File: src/rtl/vft_pkg.sv
// constants and types for the video source frame timing generator
// Overview of operation
// - frame rate between 58 and 61 Hz, flagged on o_rate_err but not enforced
// - frame sync high at least one line
// - vertical back porch at least two lines
// - vertical front porch at least one line
// - total vertical blanking at least fourteen lines
// - line sync high at least eight pixels
// - horizontal back porch at least nine pixels
// - horizontal front porch at least eight pixels
// - line total never above 8191 pixels
// - same timing for parallel or serial link
// - signals launched opposite the pixel clock active edge
package vft_pkg;
  // ----------------------------------------
  // system clock and frame rate window
  // ----------------------------------------
  localparam int unsigned CLK_HZ = 40_000_000; // i_clk_sys rate
  localparam int unsigned RATE_MIN_HZ = 58;
  localparam int unsigned RATE_MAX_HZ = 61;
  // least period rounds up, longest rounds down
  localparam int unsigned FRM_CYC_MIN =
    (CLK_HZ + RATE_MAX_HZ - 1) / RATE_MAX_HZ;
  localparam int unsigned FRM_CYC_MAX = CLK_HZ / RATE_MIN_HZ;
  localparam int FRM_W = 20; // frame period counter width
  localparam logic [FRM_W-1:0] FRM_ONE = 20'h00001;
  localparam logic [FRM_W-1:0] FRM_SAT = 20'hfffff;
  // ----------------------------------------
  // widths
  // ----------------------------------------
  localparam int HW = 13; // horizontal counts
  localparam int PW = 12; // porch and sync inputs
  localparam int VW = 12; // vertical inputs
  localparam int VTW = 14; // vertical counts
  localparam int PIX_W = 24; // pixel data bus
  localparam int DIV_W = 8; // pixel clock divider
  localparam int unsigned PCLK_HALF_DEF = 1; // sys cycles per half
  // ----------------------------------------
  // horizontal limits, in pixel clocks
  // ----------------------------------------
  localparam logic [HW-1:0] H_ONE = 13'h0001;
  localparam logic [HW-1:0] H_SYNC_MIN = 13'h0008;
  localparam logic [HW-1:0] H_BP_MIN = 13'h0009;
  localparam logic [HW-1:0] H_FP_MIN = 13'h0008;
  localparam logic [HW-1:0] H_BLANK_MIN = 13'h0040;
  localparam logic [HW-1:0] TOTAL_LINE_PIXELS_MAX = 13'h1fff;
  localparam logic [HW-1:0] H_SAT = 13'h1fff;
  // ----------------------------------------
  // vertical limits, in lines
  // ----------------------------------------
  localparam logic [VTW-1:0] V_ONE = 14'h0001;
  localparam logic [VTW-1:0] V_SYNC_MIN = 14'h0001;
  localparam logic [VTW-1:0] V_BP_MIN = 14'h0002;
  localparam logic [VTW-1:0] V_FP_MIN = 14'h0001;
  localparam logic [VTW-1:0] V_BLANK_MIN = 14'h000e;
  // ----------------------------------------
  // test pattern
  // ----------------------------------------
  localparam int RAMP_W = 8; // ramp bits per colour
  localparam int CHK_BIT = 4; // checker square of 16 pixels
  typedef enum logic [1:0] {
    PAT_SOLID, PAT_HRAMP, PAT_VRAMP, PAT_CHECK
  } vft_pat_e;
  typedef enum logic {ST_IDLE, ST_RUN} vft_state_e;
endpackage

File: src/rtl/vft_pclk_div.sv
// pixel clock divider with a launch strobe on each falling edge
module vft_pclk_div #(
  parameter int unsigned HALF = vft_pkg::PCLK_HALF_DEF
) (
  input wire logic i_clk_sys,
  input wire logic i_rst_b,
  output logic o_pclk,
  output logic o_fall
);
  import vft_pkg::*;
  // ----------------------------------------
  // divider state
  // ----------------------------------------
  localparam logic [DIV_W-1:0] CNT_LAST = DIV_W'(HALF - 1);
  logic [DIV_W-1:0] cnt_r; // sys cycles into this half period
  logic pclk_r; // pixel clock level
  // toggle every HALF system cycles
  always_ff @(posedge i_clk_sys or negedge i_rst_b) begin
    if (!i_rst_b) begin
      cnt_r <= '0;
      pclk_r <= 1'b0;
    end else if (cnt_r == CNT_LAST) begin
      cnt_r <= '0;
      pclk_r <= ~pclk_r;
    end else begin
      cnt_r <= cnt_r + 1'b1;
    end
  end
  // strobe in the cycle whose closing edge drops the clock, so data
  // flops move together with the falling edge, away from the rise
  assign o_fall = pclk_r && (cnt_r == CNT_LAST);
  assign o_pclk = pclk_r;
endmodule

File: src/rtl/vft_pattern.sv
// test pattern source for the active picture area
module vft_pattern (
  input wire vft_pkg::vft_pat_e i_mode,
  input wire logic [vft_pkg::PIX_W-1:0] i_color,
  input wire logic [vft_pkg::HW-1:0] i_x,
  input wire logic [vft_pkg::VW-1:0] i_y,
  output logic [vft_pkg::PIX_W-1:0] o_pix
);
  import vft_pkg::*;
  // ----------------------------------------
  // pattern select
  // ----------------------------------------
  // ramps repeat every 256 pixels or lines; grey on all three colours
  always_comb begin
    case (i_mode)
      PAT_SOLID: o_pix = i_color;
      PAT_HRAMP: o_pix = {3{i_x[RAMP_W-1:0]}};
      PAT_VRAMP: o_pix = {3{i_y[RAMP_W-1:0]}};
      PAT_CHECK: o_pix = (i_x[CHK_BIT] ^ i_y[CHK_BIT]) ? i_color : '0;
      default: o_pix = i_color;
    endcase
  end
endmodule

File: src/rtl/vft_source_top.sv
// video source: frame timing generator driving the controller input
module vft_source_top #(
  parameter int unsigned FRAME_MIN_CYC = vft_pkg::FRM_CYC_MIN,
  parameter int unsigned FRAME_MAX_CYC = vft_pkg::FRM_CYC_MAX,
  parameter int unsigned PCLK_HALF = vft_pkg::PCLK_HALF_DEF
) (
  input wire logic i_clk_sys,
  input wire logic i_rst_b,
  input wire logic i_enable,
  input wire logic [vft_pkg::PW-1:0] i_h_sync,
  input wire logic [vft_pkg::PW-1:0] i_h_back,
  input wire logic [vft_pkg::PW-1:0] i_h_front,
  input wire logic [vft_pkg::HW-1:0] i_h_active,
  input wire logic [vft_pkg::VW-1:0] i_v_sync,
  input wire logic [vft_pkg::VW-1:0] i_v_back,
  input wire logic [vft_pkg::VW-1:0] i_v_front,
  input wire logic [vft_pkg::VW-1:0] i_v_active,
  input wire vft_pkg::vft_pat_e i_pattern,
  input wire logic [vft_pkg::PIX_W-1:0] i_color,
  output logic o_pclk,
  output logic o_frame_sync,
  output logic o_line_sync,
  output logic o_data_enable,
  output logic [vft_pkg::PIX_W-1:0] o_pixel_data,
  output logic o_busy,
  output logic o_rate_err
);
  import vft_pkg::*;
  // ----------------------------------------
  // declarations
  // ----------------------------------------
  logic adv; // launch strobe, one per pixel
  vft_state_e state_r, state_nxt;
  logic [HW-1:0] hcnt_r, h_nxt; // pixel within line
  logic [VTW-1:0] vcnt_r, v_nxt; // line within frame
  logic load; // take fresh timing at frame start
  // clamped timing from the inputs
  logic [HW-1:0] hsw_c, hbp_c, hfp_c, hact_c, hde_c, htot_c;
  logic [VTW-1:0] vsw_c, vbp_c, vfp_c, vact_c, vde_c, vtot_c;
  // timing in force for the current frame
  logic [HW-1:0] hsw_r, hbp_r, hde_r, htot_r;
  logic [VTW-1:0] vsw_r, vbp_r, vde_r, vtot_r;
  logic [HW-1:0] hsw_s, hbp_s, hde_s;
  logic [VTW-1:0] vsw_s, vbp_s, vde_s;
  logic ls_nxt, fs_nxt, de_nxt;
  logic ls_r, fs_r, de_r, busy_r, rate_err_r;
  logic [PIX_W-1:0] pix_c, pix_r;
  logic [HW-1:0] pat_x;
  logic [VTW-1:0] pat_y;
  logic frm_start; // first pixel of a frame launched
  logic [FRM_W-1:0] frm_cyc_r; // sys cycles since last frame start
  logic frm_seen_r; // a previous start exists to measure from

  // ----------------------------------------
  // pixel clock and pattern
  // ----------------------------------------
  vft_pclk_div #(.HALF(PCLK_HALF)) u_div (
    .i_clk_sys(i_clk_sys),
    .i_rst_b(i_rst_b),
    .o_pclk(o_pclk),
    .o_fall(adv)
  );

  vft_pattern u_pat (
    .i_mode(i_pattern),
    .i_color(i_color),
    .i_x(pat_x),
    .i_y(pat_y[VW-1:0]),
    .o_pix(pix_c)
  );

  // ----------------------------------------
  // clamp requested timing to the limits
  // ----------------------------------------
  // out-of-range requests are stretched or cut, never refused, so the link
  // always sees a legal frame; the sync shrinks to fit its porch
  always_comb begin
    hsw_c = HW'(i_h_sync);
    if (hsw_c < H_SYNC_MIN) hsw_c = H_SYNC_MIN;
    hbp_c = HW'(i_h_back);
    if (hbp_c < H_BP_MIN) hbp_c = H_BP_MIN;
    if (hsw_c >= hbp_c) hsw_c = hbp_c - H_ONE;
    hfp_c = HW'(i_h_front);
    if (hfp_c < H_FP_MIN) hfp_c = H_FP_MIN;
    if (hbp_c + hfp_c < H_BLANK_MIN) hfp_c = H_BLANK_MIN - hbp_c;
    hact_c = i_h_active;
    if (hact_c == '0) hact_c = H_ONE;
    if (hact_c > TOTAL_LINE_PIXELS_MAX - hbp_c - hfp_c) begin
      hact_c = TOTAL_LINE_PIXELS_MAX - hbp_c - hfp_c;
    end
    hde_c = hbp_c + hact_c;
    htot_c = hde_c + hfp_c;
    vsw_c = VTW'(i_v_sync);
    if (vsw_c < V_SYNC_MIN) vsw_c = V_SYNC_MIN;
    vbp_c = VTW'(i_v_back);
    if (vbp_c < V_BP_MIN) vbp_c = V_BP_MIN;
    if (vsw_c >= vbp_c) vsw_c = vbp_c - V_ONE;
    vfp_c = VTW'(i_v_front);
    if (vfp_c < V_FP_MIN) vfp_c = V_FP_MIN;
    if (vbp_c + vfp_c < V_BLANK_MIN) begin
      vfp_c = V_BLANK_MIN - vbp_c;
    end
    vact_c = VTW'(i_v_active);
    if (vact_c == '0) vact_c = V_ONE;
    vde_c = vbp_c + vact_c;
    vtot_c = vde_c + vfp_c;
  end

  // ----------------------------------------
  // position sequencer
  // ----------------------------------------
  // lines advance only on line wrap: vertical time is whole lines
  always_comb begin
    state_nxt = state_r;
    h_nxt = hcnt_r;
    v_nxt = vcnt_r;
    load = 1'b0;
    case (state_r)
      ST_IDLE: begin
        if (i_enable) begin
          state_nxt = ST_RUN;
          h_nxt = '0;
          v_nxt = '0;
          load = 1'b1;
        end
      end
      ST_RUN: begin
        if (hcnt_r == htot_r - H_ONE) begin
          h_nxt = '0;
          if (vcnt_r == vtot_r - V_ONE) begin
            v_nxt = '0;
            load = 1'b1;
            // a drop of enable waits for the frame to finish
            if (!i_enable) state_nxt = ST_IDLE;
          end else begin
            v_nxt = vcnt_r + V_ONE;
          end
        end else begin
          h_nxt = hcnt_r + H_ONE;
        end
      end
      default: state_nxt = ST_IDLE;
    endcase
  end

  // ----------------------------------------
  // decode the next pixel's sync levels
  // ----------------------------------------
  // a new frame decodes with the freshly clamped timing
  always_comb begin
    hsw_s = load ? hsw_c : hsw_r;
    hbp_s = load ? hbp_c : hbp_r;
    hde_s = load ? hde_c : hde_r;
    vsw_s = load ? vsw_c : vsw_r;
    vbp_s = load ? vbp_c : vbp_r;
    vde_s = load ? vde_c : vde_r;
    ls_nxt = (state_nxt == ST_RUN) && (h_nxt < hsw_s);
    fs_nxt = (state_nxt == ST_RUN) && (v_nxt < vsw_s);
    de_nxt = (state_nxt == ST_RUN) && (h_nxt >= hbp_s) &&
      (h_nxt < hde_s) && (v_nxt >= vbp_s) && (v_nxt < vde_s);
    pat_x = h_nxt - hbp_s;
    pat_y = v_nxt - vbp_s;
  end

  assign frm_start = adv && load && (state_nxt == ST_RUN);

  // ----------------------------------------
  // sequencer state, moved on each launch strobe
  // ----------------------------------------
  always_ff @(posedge i_clk_sys or negedge i_rst_b) begin
    if (!i_rst_b) begin
      state_r <= ST_IDLE;
      hcnt_r <= '0;
      vcnt_r <= '0;
    end else if (adv) begin
      state_r <= state_nxt;
      hcnt_r <= h_nxt;
      vcnt_r <= v_nxt;
    end
  end

  // ----------------------------------------
  // frame timing shadow
  // ----------------------------------------
  // inputs may change at any time; a frame keeps one geometry
  always_ff @(posedge i_clk_sys or negedge i_rst_b) begin
    if (!i_rst_b) begin
      hsw_r <= H_SYNC_MIN;
      hbp_r <= H_BP_MIN;
      hde_r <= H_BP_MIN;
      htot_r <= H_BLANK_MIN;
      vsw_r <= V_SYNC_MIN;
      vbp_r <= V_BP_MIN;
      vde_r <= V_BP_MIN;
      vtot_r <= V_BLANK_MIN;
    end else if (adv && load) begin
      hsw_r <= hsw_c;
      hbp_r <= hbp_c;
      hde_r <= hde_c;
      htot_r <= htot_c;
      vsw_r <= vsw_c;
      vbp_r <= vbp_c;
      vde_r <= vde_c;
      vtot_r <= vtot_c;
    end
  end

  // ----------------------------------------
  // link outputs
  // ----------------------------------------
  // all launched with the pixel clock fall so the receiver samples
  // on the rise; one set of pins serves the parallel port or a
  // serial transmitter alike
  always_ff @(posedge i_clk_sys or negedge i_rst_b) begin
    if (!i_rst_b) begin
      ls_r <= 1'b0;
      fs_r <= 1'b0;
      de_r <= 1'b0;
      pix_r <= '0;
      busy_r <= 1'b0;
    end else if (adv) begin
      ls_r <= ls_nxt;
      fs_r <= fs_nxt;
      de_r <= de_nxt;
      pix_r <= de_nxt ? pix_c : '0;
      busy_r <= (state_nxt == ST_RUN);
    end
  end

  // ----------------------------------------
  // frame rate monitor
  // ----------------------------------------
  // the verdict is the source's own check of its settings; the
  // pixel clock and geometry set the rate, so software must fix it
  always_ff @(posedge i_clk_sys or negedge i_rst_b) begin
    if (!i_rst_b) begin
      frm_cyc_r <= FRM_ONE;
      frm_seen_r <= 1'b0;
      rate_err_r <= 1'b0;
    end else if (frm_start) begin
      frm_cyc_r <= FRM_ONE;
      frm_seen_r <= 1'b1;
      if (frm_seen_r) begin
        rate_err_r <= (frm_cyc_r < FRM_W'(FRAME_MIN_CYC)) ||
          (frm_cyc_r > FRM_W'(FRAME_MAX_CYC));
      end
    end else begin
      if (frm_cyc_r != FRM_SAT) frm_cyc_r <= frm_cyc_r + FRM_ONE;
      if (state_r == ST_IDLE) frm_seen_r <= 1'b0;
    end
  end

  assign o_line_sync = ls_r;
  assign o_frame_sync = fs_r;
  assign o_data_enable = de_r;
  assign o_pixel_data = pix_r;
  assign o_busy = busy_r;
  assign o_rate_err = rate_err_r;

  // ----------------------------------------
  // checking helpers, counted in pixels and lines
  // ----------------------------------------
  logic [HW-1:0] hs_run_r, since_hs_r, since_de_r;
  logic [VTW-1:0] vs_lines_r;
  always_ff @(posedge i_clk_sys or negedge i_rst_b) begin
    if (!i_rst_b) begin
      hs_run_r <= '0;
      since_hs_r <= '0;
      // no enable has fallen yet: the first line sync after reset must
      // not read as a short front porch
      since_de_r <= H_SAT;
      vs_lines_r <= '0;
    end else if (adv) begin
      hs_run_r <= ls_r ? hs_run_r + H_ONE : '0;
      if (ls_nxt && !ls_r) since_hs_r <= '0;
      else if (since_hs_r != H_SAT) since_hs_r <= since_hs_r + H_ONE;
      if (de_r && !de_nxt) since_de_r <= '0;
      else if (since_de_r != H_SAT) since_de_r <= since_de_r + H_ONE;
      if (ls_nxt && !ls_r && fs_nxt) begin
        vs_lines_r <= fs_r ? vs_lines_r + V_ONE : V_ONE;
      end
    end
  end
endmodule

File: config.mk
export PLATFORM = sky130hd
export DESIGN_NAME = vft_source_top
export DESIGN_NICKNAME = d
export VERILOG_FILES = /design/src/rtl/vft_pkg.sv /design/src/rtl/vft_pclk_div.sv /design/src/rtl/vft_pattern.sv /design/src/rtl/vft_source_top.sv
export SDC_FILE = /design/constraint.sdc
export NUM_CORES = 1
export LEC_CHECK = 0
export ABC_AREA = 1
export BUFFER_PORTS_ARGS = -buffer_cell sky130_fd_sc_hd__buf_2
export CAP_MARGIN = 25
export CORE_MARGIN = 5
export CORE_UTILIZATION = 50
export DETAILED_ROUTE_END_ITERATION = 12
export GPL_TIMING_DRIVEN = 1
export PLACE_DENSITY_LB_ADDON = 0.3
export REMOVE_ABC_BUFFERS = 1
export SYNTH_ARGS = -nofsm -noshare
export SYNTH_HDL_FRONTEND = slang
export SYNTH_SLANG_ARGS = --single-unit
File: constraint.sdc
create_clock -name i_clk_sys -period 5.2 [get_ports i_clk_sys]
set_input_delay 1.04 -clock i_clk_sys [delete_from_list [all_inputs] [get_ports i_clk_sys]]
set_output_delay 1.04 -clock i_clk_sys [all_outputs]
set_load 0.005 [all_outputs]
### Word-level counts from Yosys, hierarchy flattened

Cells that the tools add are included.

| word-level totals | value |
|---|---|
| output and inout port bits | 30 |
| register bits after elaboration | 194 |
| bits of input ports | 126 |
| logic and storage cells | 126 |

| operators by class | value |
|---|---|
| order comparisons | 19 |
| mux-type cells | 41 |
| reduce and logical (&&, ||, !) cells | 16 |
| add/sub/neg operators | 20 |
| bitwise gates (word level) | 3 |
| eq/ne operators | 7 |

Operators by type and width:

| operator | number |
|---|---|
| 13-bit two-way mux | 9 |
| 14-bit two-way mux | 8 |
| 24-bit case mux with 4 select lines | 1 |
| 12-bit two-way mux | 7 |
| 24-bit two-way mux | 2 |
| 14-bit adder | 3 |
| 20-bit two-way mux | 2 |
| 13-bit adder | 3 |
| 12-bit by 4-bit less-than comparator with 1-bit output (second input constant) | 3 |
| 14-bit greater-or-equal comparator | 2 |
| 14-bit less-than comparator | 2 |
| 14-bit case mux with 2 select lines | 1 |
| 14-bit by 1-bit subtractor with 14-bit output (second input constant) | 2 |
| 13-bit greater-or-equal comparator | 2 |
| 13-bit less-than comparator | 2 |
| 13-bit case mux with 2 select lines | 1 |
| 13-bit by 1-bit subtractor with 13-bit output (second input constant) | 2 |
| 12-bit by 1-bit less-than comparator with 1-bit output (second input constant) | 2 |
| 20-bit by 1-bit adder with 20-bit output (second input constant) | 1 |
| 20-bit > comparator (second input constant) | 1 |
| 20-bit less-than comparator (second input constant) | 1 |
| 20-bit != test (second input constant) | 1 |
| 8-bit subtractor | 2 |
| 14-bit by 1-bit adder with 14-bit output (second input constant) | 1 |
| other kinds (28) | 45 |

### Longest topological paths before layout

| logic depth | value |
|---|---|
| depth after elaboration | 15 |
| gate-level depth with buffers | 73 |
| gate-level depth less buffers | 70 |

### Modules after synthesis

A second synthesis with hierarchy kept.

| unflattened totals | value |
|---|---|
| cell total of the unflattened synthesis | 2788 |
| area total of the unflattened synthesis | 19110.8 um^2 |

By module, submodules not included:

| module | cells an instance | area an instance (um^2) | instances | seq. area each (um^2) |
|---|---|---|---|---|
| vft_source_top | 2632 | 18207.5 | 1 | 4545.6 |
| vft_pclk_div | 61 | 464.2 | 1 | 225.2 |
| vft_pattern | 95 | 439.2 | 1 | 0.0 |

### Worst setup path after synthesis

OpenSTA, ideal clock, no wires.

| timing | value |
|---|---|
| path kind | input to register |
| start point | in i_h_back[7] (netlist bit) |
| end point | reg pix_r[14], in the netlist o_pixel_data[14] |
| data required time | 5134 ps |
| library setup time | 66 ps |
| stages | 61 |
| path buffers | 5 |
| slack | -4441 ps |
| arrival time | 9575 ps |
| path through | buf_2 nor2_1 nand2_1 nor2_4 nand2_2 nand2_1 inv_1 ha_1 or2_2 nand4_1 nand2_1 nand2_1 nand3_1 nor2_1 nand2_1 clkbuf_1 clkbuf_1 o21ai_0 [... 25 more ...] o21ai_0 a21o_1 a21oi_1 or2_2 nand2_1 a21oi_1 nand3_1 nand3_1 o21ai_0 ha_1 nand2_1 nor2_1 a2111oi_0 nand4_2 nor2_4 buf_6 nand4_1 nand2_1 |

| on the way | value |
|---|---|
| word-level cells in the longest chain between the ends | 15 |
| elaborated cells between the ends (all ways) | 24 |
| those cells by class | 6 x add/sub; 5 x order compare; 8 x mux; 1 x bitwise; 4 x reduce/logical |

RTL lines:

| element | line | source |
|---|---|---|
| from (decl) | vft_source_top.sv:11 | `input wire logic [vft_pkg::PW-1:0] i_h_back,` |
| 12-bit by 4-bit less-than comparator with 1-bit output (*) | vft_source_top.sv:81 | `if (hbp_c < H_BP_MIN) hbp_c = H_BP_MIN;` |
| 12-bit two-way mux (*) | vft_source_top.sv:81 |  |
| named net hbp_c[2] | vft_source_top.sv:38 | `logic [HW-1:0] hsw_c, hbp_c, hfp_c, hact_c, hde_c, htot_c;` |
| 13-bit adder | vft_source_top.sv:85 | `if (hbp_c + hfp_c < H_BLANK_MIN) hfp_c = H_BLANK_MIN - hbp_c;` |
| 13-bit by 7-bit less-than comparator with 1-bit output | vft_source_top.sv:85 |  |
| 13-bit two-way mux | vft_source_top.sv:85 |  |
| 13-bit subtractor | vft_source_top.sv:88, vft_source_top.sv:89 |  |
| 13-bit > comparator | vft_source_top.sv:88 | `if (hact_c > TOTAL_LINE_PIXELS_MAX - hbp_c - hfp_c) begin` |
| 13-bit two-way mux | vft_source_top.sv:88 |  |
| 13-bit adder | vft_source_top.sv:91 | `hde_c = hbp_c + hact_c;` |
| 13-bit two-way mux | vft_source_top.sv:153 | `hde_s = load ? hde_c : hde_r;` |
| 13-bit less-than comparator | vft_source_top.sv:160 | `(h_nxt < hde_s) && (v_nxt >= vbp_s) && (v_nxt < vde_s);` |
| 1-bit logical AND | vft_source_top.sv:159 | `de_nxt = (state_nxt == ST_RUN) && (h_nxt >= hbp_s) &&` |
| 1-bit logical AND (2 in series) | vft_source_top.sv:160 |  |
| 24-bit two-way mux (*) | vft_source_top.sv:225 | `pix_r <= de_nxt ? pix_c : '0;` |
| to (signal assigned) | vft_source_top.sv:225 |  |
| to (decl) | vft_source_top.sv:47 | `logic [PIX_W-1:0] pix_c, pix_r;` |

Mark *: on every way through the listed nets, which the timed path passes. The rest lies on a longest branch.
A chain may end at the register's enable or synchronous reset.

### Worst setup path after layout

| timing | value |
|---|---|
| start point | in i_h_back[9] (netlist bit) |
| end point | reg pix_r[6], in the netlist o_pixel_data[6] |

| on the way | value |
|---|---|
| word-level cells in the longest chain between the ends | 15 |
| elaborated cells between the ends (all ways) | 24 |
| those cells by class | 6 x add/sub; 5 x order compare; 8 x mux; 1 x bitwise; 4 x reduce/logical |

RTL lines:

| element | line |
|---|---|
| 12-bit by 4-bit less-than comparator with 1-bit output | vft_source_top.sv:81 |
| 12-bit two-way mux (*) | vft_source_top.sv:81 |
| 13-bit adder | vft_source_top.sv:85 |
| 13-bit by 7-bit less-than comparator with 1-bit output | vft_source_top.sv:85 |
| 13-bit two-way mux | vft_source_top.sv:85 |
| 13-bit subtractor | vft_source_top.sv:88, vft_source_top.sv:89 |
| 13-bit > comparator | vft_source_top.sv:88 |
| 13-bit two-way mux | vft_source_top.sv:88 |
| 13-bit adder (*) | vft_source_top.sv:91 |
| named net hde_c[11] | vft_source_top.sv:38 |
| 13-bit two-way mux (*) | vft_source_top.sv:153 |
| 13-bit less-than comparator (*) | vft_source_top.sv:160 |
| 1-bit logical AND (*) | vft_source_top.sv:159 |
| 1-bit logical AND (*) (2 in series) | vft_source_top.sv:160 |
| 24-bit two-way mux (*) | vft_source_top.sv:225 |

Marks and branches as above.

==> reports/results.txt <==
DR vias/cell = 5.630
Hold WC Path Type = in -> async
final core utilization = 73.46%
RSZ-0062 raised after global routing = yes
Max Cap Viol = 0
compound-cell area share of the yosys netlist = 16.90%
worst skew pair latency = 0.45 ns
setup ws final = -4.129 ns
buffers added on ports = 155
r2r setup slk = -0.56 ns
Adder-Cell Fraction of Synth Area = 14.06%
Switch Pwr = 2.668 mW
r2r startpoint = vtot_r[0]
combinational share of power = 59.0%
skew final = 0.01053 ns
Core Footprint = 37,400 um2
Tmin final = 9.329 ns
final-report max-slew violation count = 0
Yosys reg bits = 190
top cells by area, synth = dfrtp_1 (24%), nand2_1 (13%), ha_1 (13%)
GR Util met3 = 4.967%
async set or reset register ratio after synthesis = 100.0%
Leakage = 14.11 nW
r2r endpoint = o_pixel_data[6]
Die X = 204.1 um
H-tree levels = 4
Seq pwr share = 21.5%
Fmax = 0.1072 GHz
clk root buf = clkbuf_16
clk slew on worst S/H paths = 0.08 ns
most common cell in the synthesized netlist = nand2_1
largest family of logic cells by synthesized area = simple AND/OR/NAND/NOR gates
CTS max path bufs = 2
antenna viol nets, final = 0
Synth top cells by count = nand2_1 (674), inv_1 (356), o21ai_0 (311)
IO Pins = 156
period utilization = 179.4%
total CTS buffers = 17
multiplexer area fraction after synthesis = 0.1129%
Setup TNS Final = -165.21 ns
met1 usage = 43.46%
syn avg cell area = 6.715 um2
Critical-path top delay cell = ha_1
CP endpoint kind = register
Setup crit start kind = input pin
Slew HR = 49.07%
clock sinks = 190
mapped cell area = 18,830 um2
cell count after synthesis = 2,805
final setup fails = 58
final wirelength = 73.04 mm
area post-placement = 23,090 um2
share of post-route cells with drive strength above 1 = 36.05%
XOR/XNOR Fraction of Synth Area = 5.687%
# hold bufs at CTS = 0
Peak supply drop = 0.0002281 V
Die H = 204.1 um
Synth top area share = 23.52%
fraction of the mapped netlist area in simple logic gates = 27.21%
ant diodes = 0
Tot Pwr = 6.871 mW
Post-Place Cells = 3,771
Internal = 4.203 mW
R2R cell count = 37
slowest stage delay, CP = 0.37 ns
Sw Share = 38.83%
Final Net Count = 3,780
Critical Path AT = 9.72 ns
clock power share = 19.5%
Synth area leader = dfrtp_1
fill count = 2,757
largest net degree at the start of global routing = 117
most used cell, CP = nand2_2
GR Util All Layers = 31.96%
Die ar. = 41,650 um2
initial core utilization = 50.36%
Design Area, Final = 27,470 um2
Syn. warnings = 0
global-route wire length before repair = 108.4 mm
data required time of the worst path = 5.59 ns
WL/cell = 18.40 um
Yosys cell types = 75
Slew @ Worst Pin = 0.7616 ns
final hold vios = 0
top_reg_cell synth = dfrtp_1
P per Cell Area = 250.1 nW/um2
detailed placement HPWL = 50.38 mm
Rows = 71
critical path type = in -> reg
vias in the first global route = 21,430
TritonCTS clock tree = built
# DRC = 0
status = finished with violations
met2 usage = 51.51%
pre-CTS setup slack = -5.124 ns
non-filler cells, final = 3,970
Post-synth EDFFs = 0
hold_ws = 0.4021 ns
Syn-to-layout area delta = 45.87%
GR peak layer = met2
crit path max fanout = 8
failing checks = setup timing
RePlAce Congestion = 0.9612
initial detailed-routing violation count = 2,103
post-synthesis sequential area ratio = 25.33%
Pre-antenna DRT Iters = 6
Remaining Overflow, GRT = 0
initial antenna violation count = 0
via count = 22,350
power by group through the flow:
stage	sequential, mW	combinational, mW	clock, mW
final	1.48	4.06	1.34
after global routing	1.48	4.30	1.40
after CTS	1.48	3.07	1.34
after detailed placement	1.51	2.32	0
after global placement	1.51	2.27	0
after floorplan	1.51	1.13	0
cell families after synthesis:
group | after synthesis
and+or+nand+nor | 1182
AOI/OAI and AO/OA | 577
buffers and inverters | 527
adders and majority gates | 208
DFF | 190
xor gates and xnor gates | 119
muxes | 2
placed cells by master (no fill, tap or decap), types with 19 or more instances in the layout:
master,n
nand2_1,594
buf_4,546
inv_1,315
o21ai_0,247
dfrtp_1,177
ha_1,166
nor2_1,164
buf_2,133
a21oi_1,92
nand3_1,88
buf_6,78
xor2_1,77
nand2_2,69
nand4_1,59
o21ai_1,47
inv_2,45
nor3_1,37
a21oi_2,35
ha_4,34
o21ai_2,32
nand3_2,29
xnor2_1,22
nand2_4,21
nor2_4,21
nor4_1,19
worst max-delay path, delay by kind of cell:
family	cells	cell delay (ns)
xor gates and xnor gates	1	0.24
AOI/OAI and AO/OA	18	2.48
adders and majority gates	5	1.54
and+or+nand+nor	23	2.90
buffers and inverters	12	1.51
layout make-up:
cell class              count  area [um2]  area share [%]
clock buffers              19       452.9           1.649
multi-input cells        2088       14070           51.21
inverters                 376        1458           5.306
flip-flops and latches    190        4771           17.37
repair buffers            773        5954           21.67
well taps                 511       639.4           2.327
clock inverters            13       128.9          0.4691
worst max path at each step:
stage | from | endpoint | slack, ns
floorplan | i_h_back[9] | o_pixel_data[0] | -4.74
global placement | i_h_back[4] | o_pixel_data[18] | -4.74
detailed placement | i_h_back[9] | o_pixel_data[6] | -5.12
CTS | i_h_back[5] | o_pixel_data[6] | -3.69
global route | i_h_back[9] | o_pixel_data[14] | -4.52
finish | i_h_back[9] | o_pixel_data[6] | -4.13
state kept, by name, summed over array words and instances (netlist names):
name and count:
o_data_enable 1, o_rate_err 1, o_frame_sync 1, vde_r 13, hsw_r 13, o_line_sync 1, vtot_r 14, vcnt_r 14
hbp_r 12, vsw_r 14, hcnt_r 13, hde_r 13, frm_seen_r 1, u_div.cnt_r 8, htot_r 13, o_busy 1
frm_cyc_r 20, u_div.o_pclk 1, o_pixel_data 24, vbp_r 12
metal layers:
layer	part of all wire, %	routed length, um	vias up
li1	-	-	10490
met1	41	29630	10410
met2	46	33690	1165
met3	8.6	6293	286
met4	4.7	3418	0
met5	0	0	-
repair_timing:
| action | 4_1_cts | 5_1_grt |
|---|---|---|
| pin swaps | 111 | 188 |
| buffers inserted | 152 | 60 |
| setup endpoints to repair | 61 | 62 |
| cloned | 3 | 2 |
| endpoints found under the hold margin | 0 | 0 |
| resized for setup | 344 | 307 |
No activity file was read; power rests on OpenSTA's default activity.
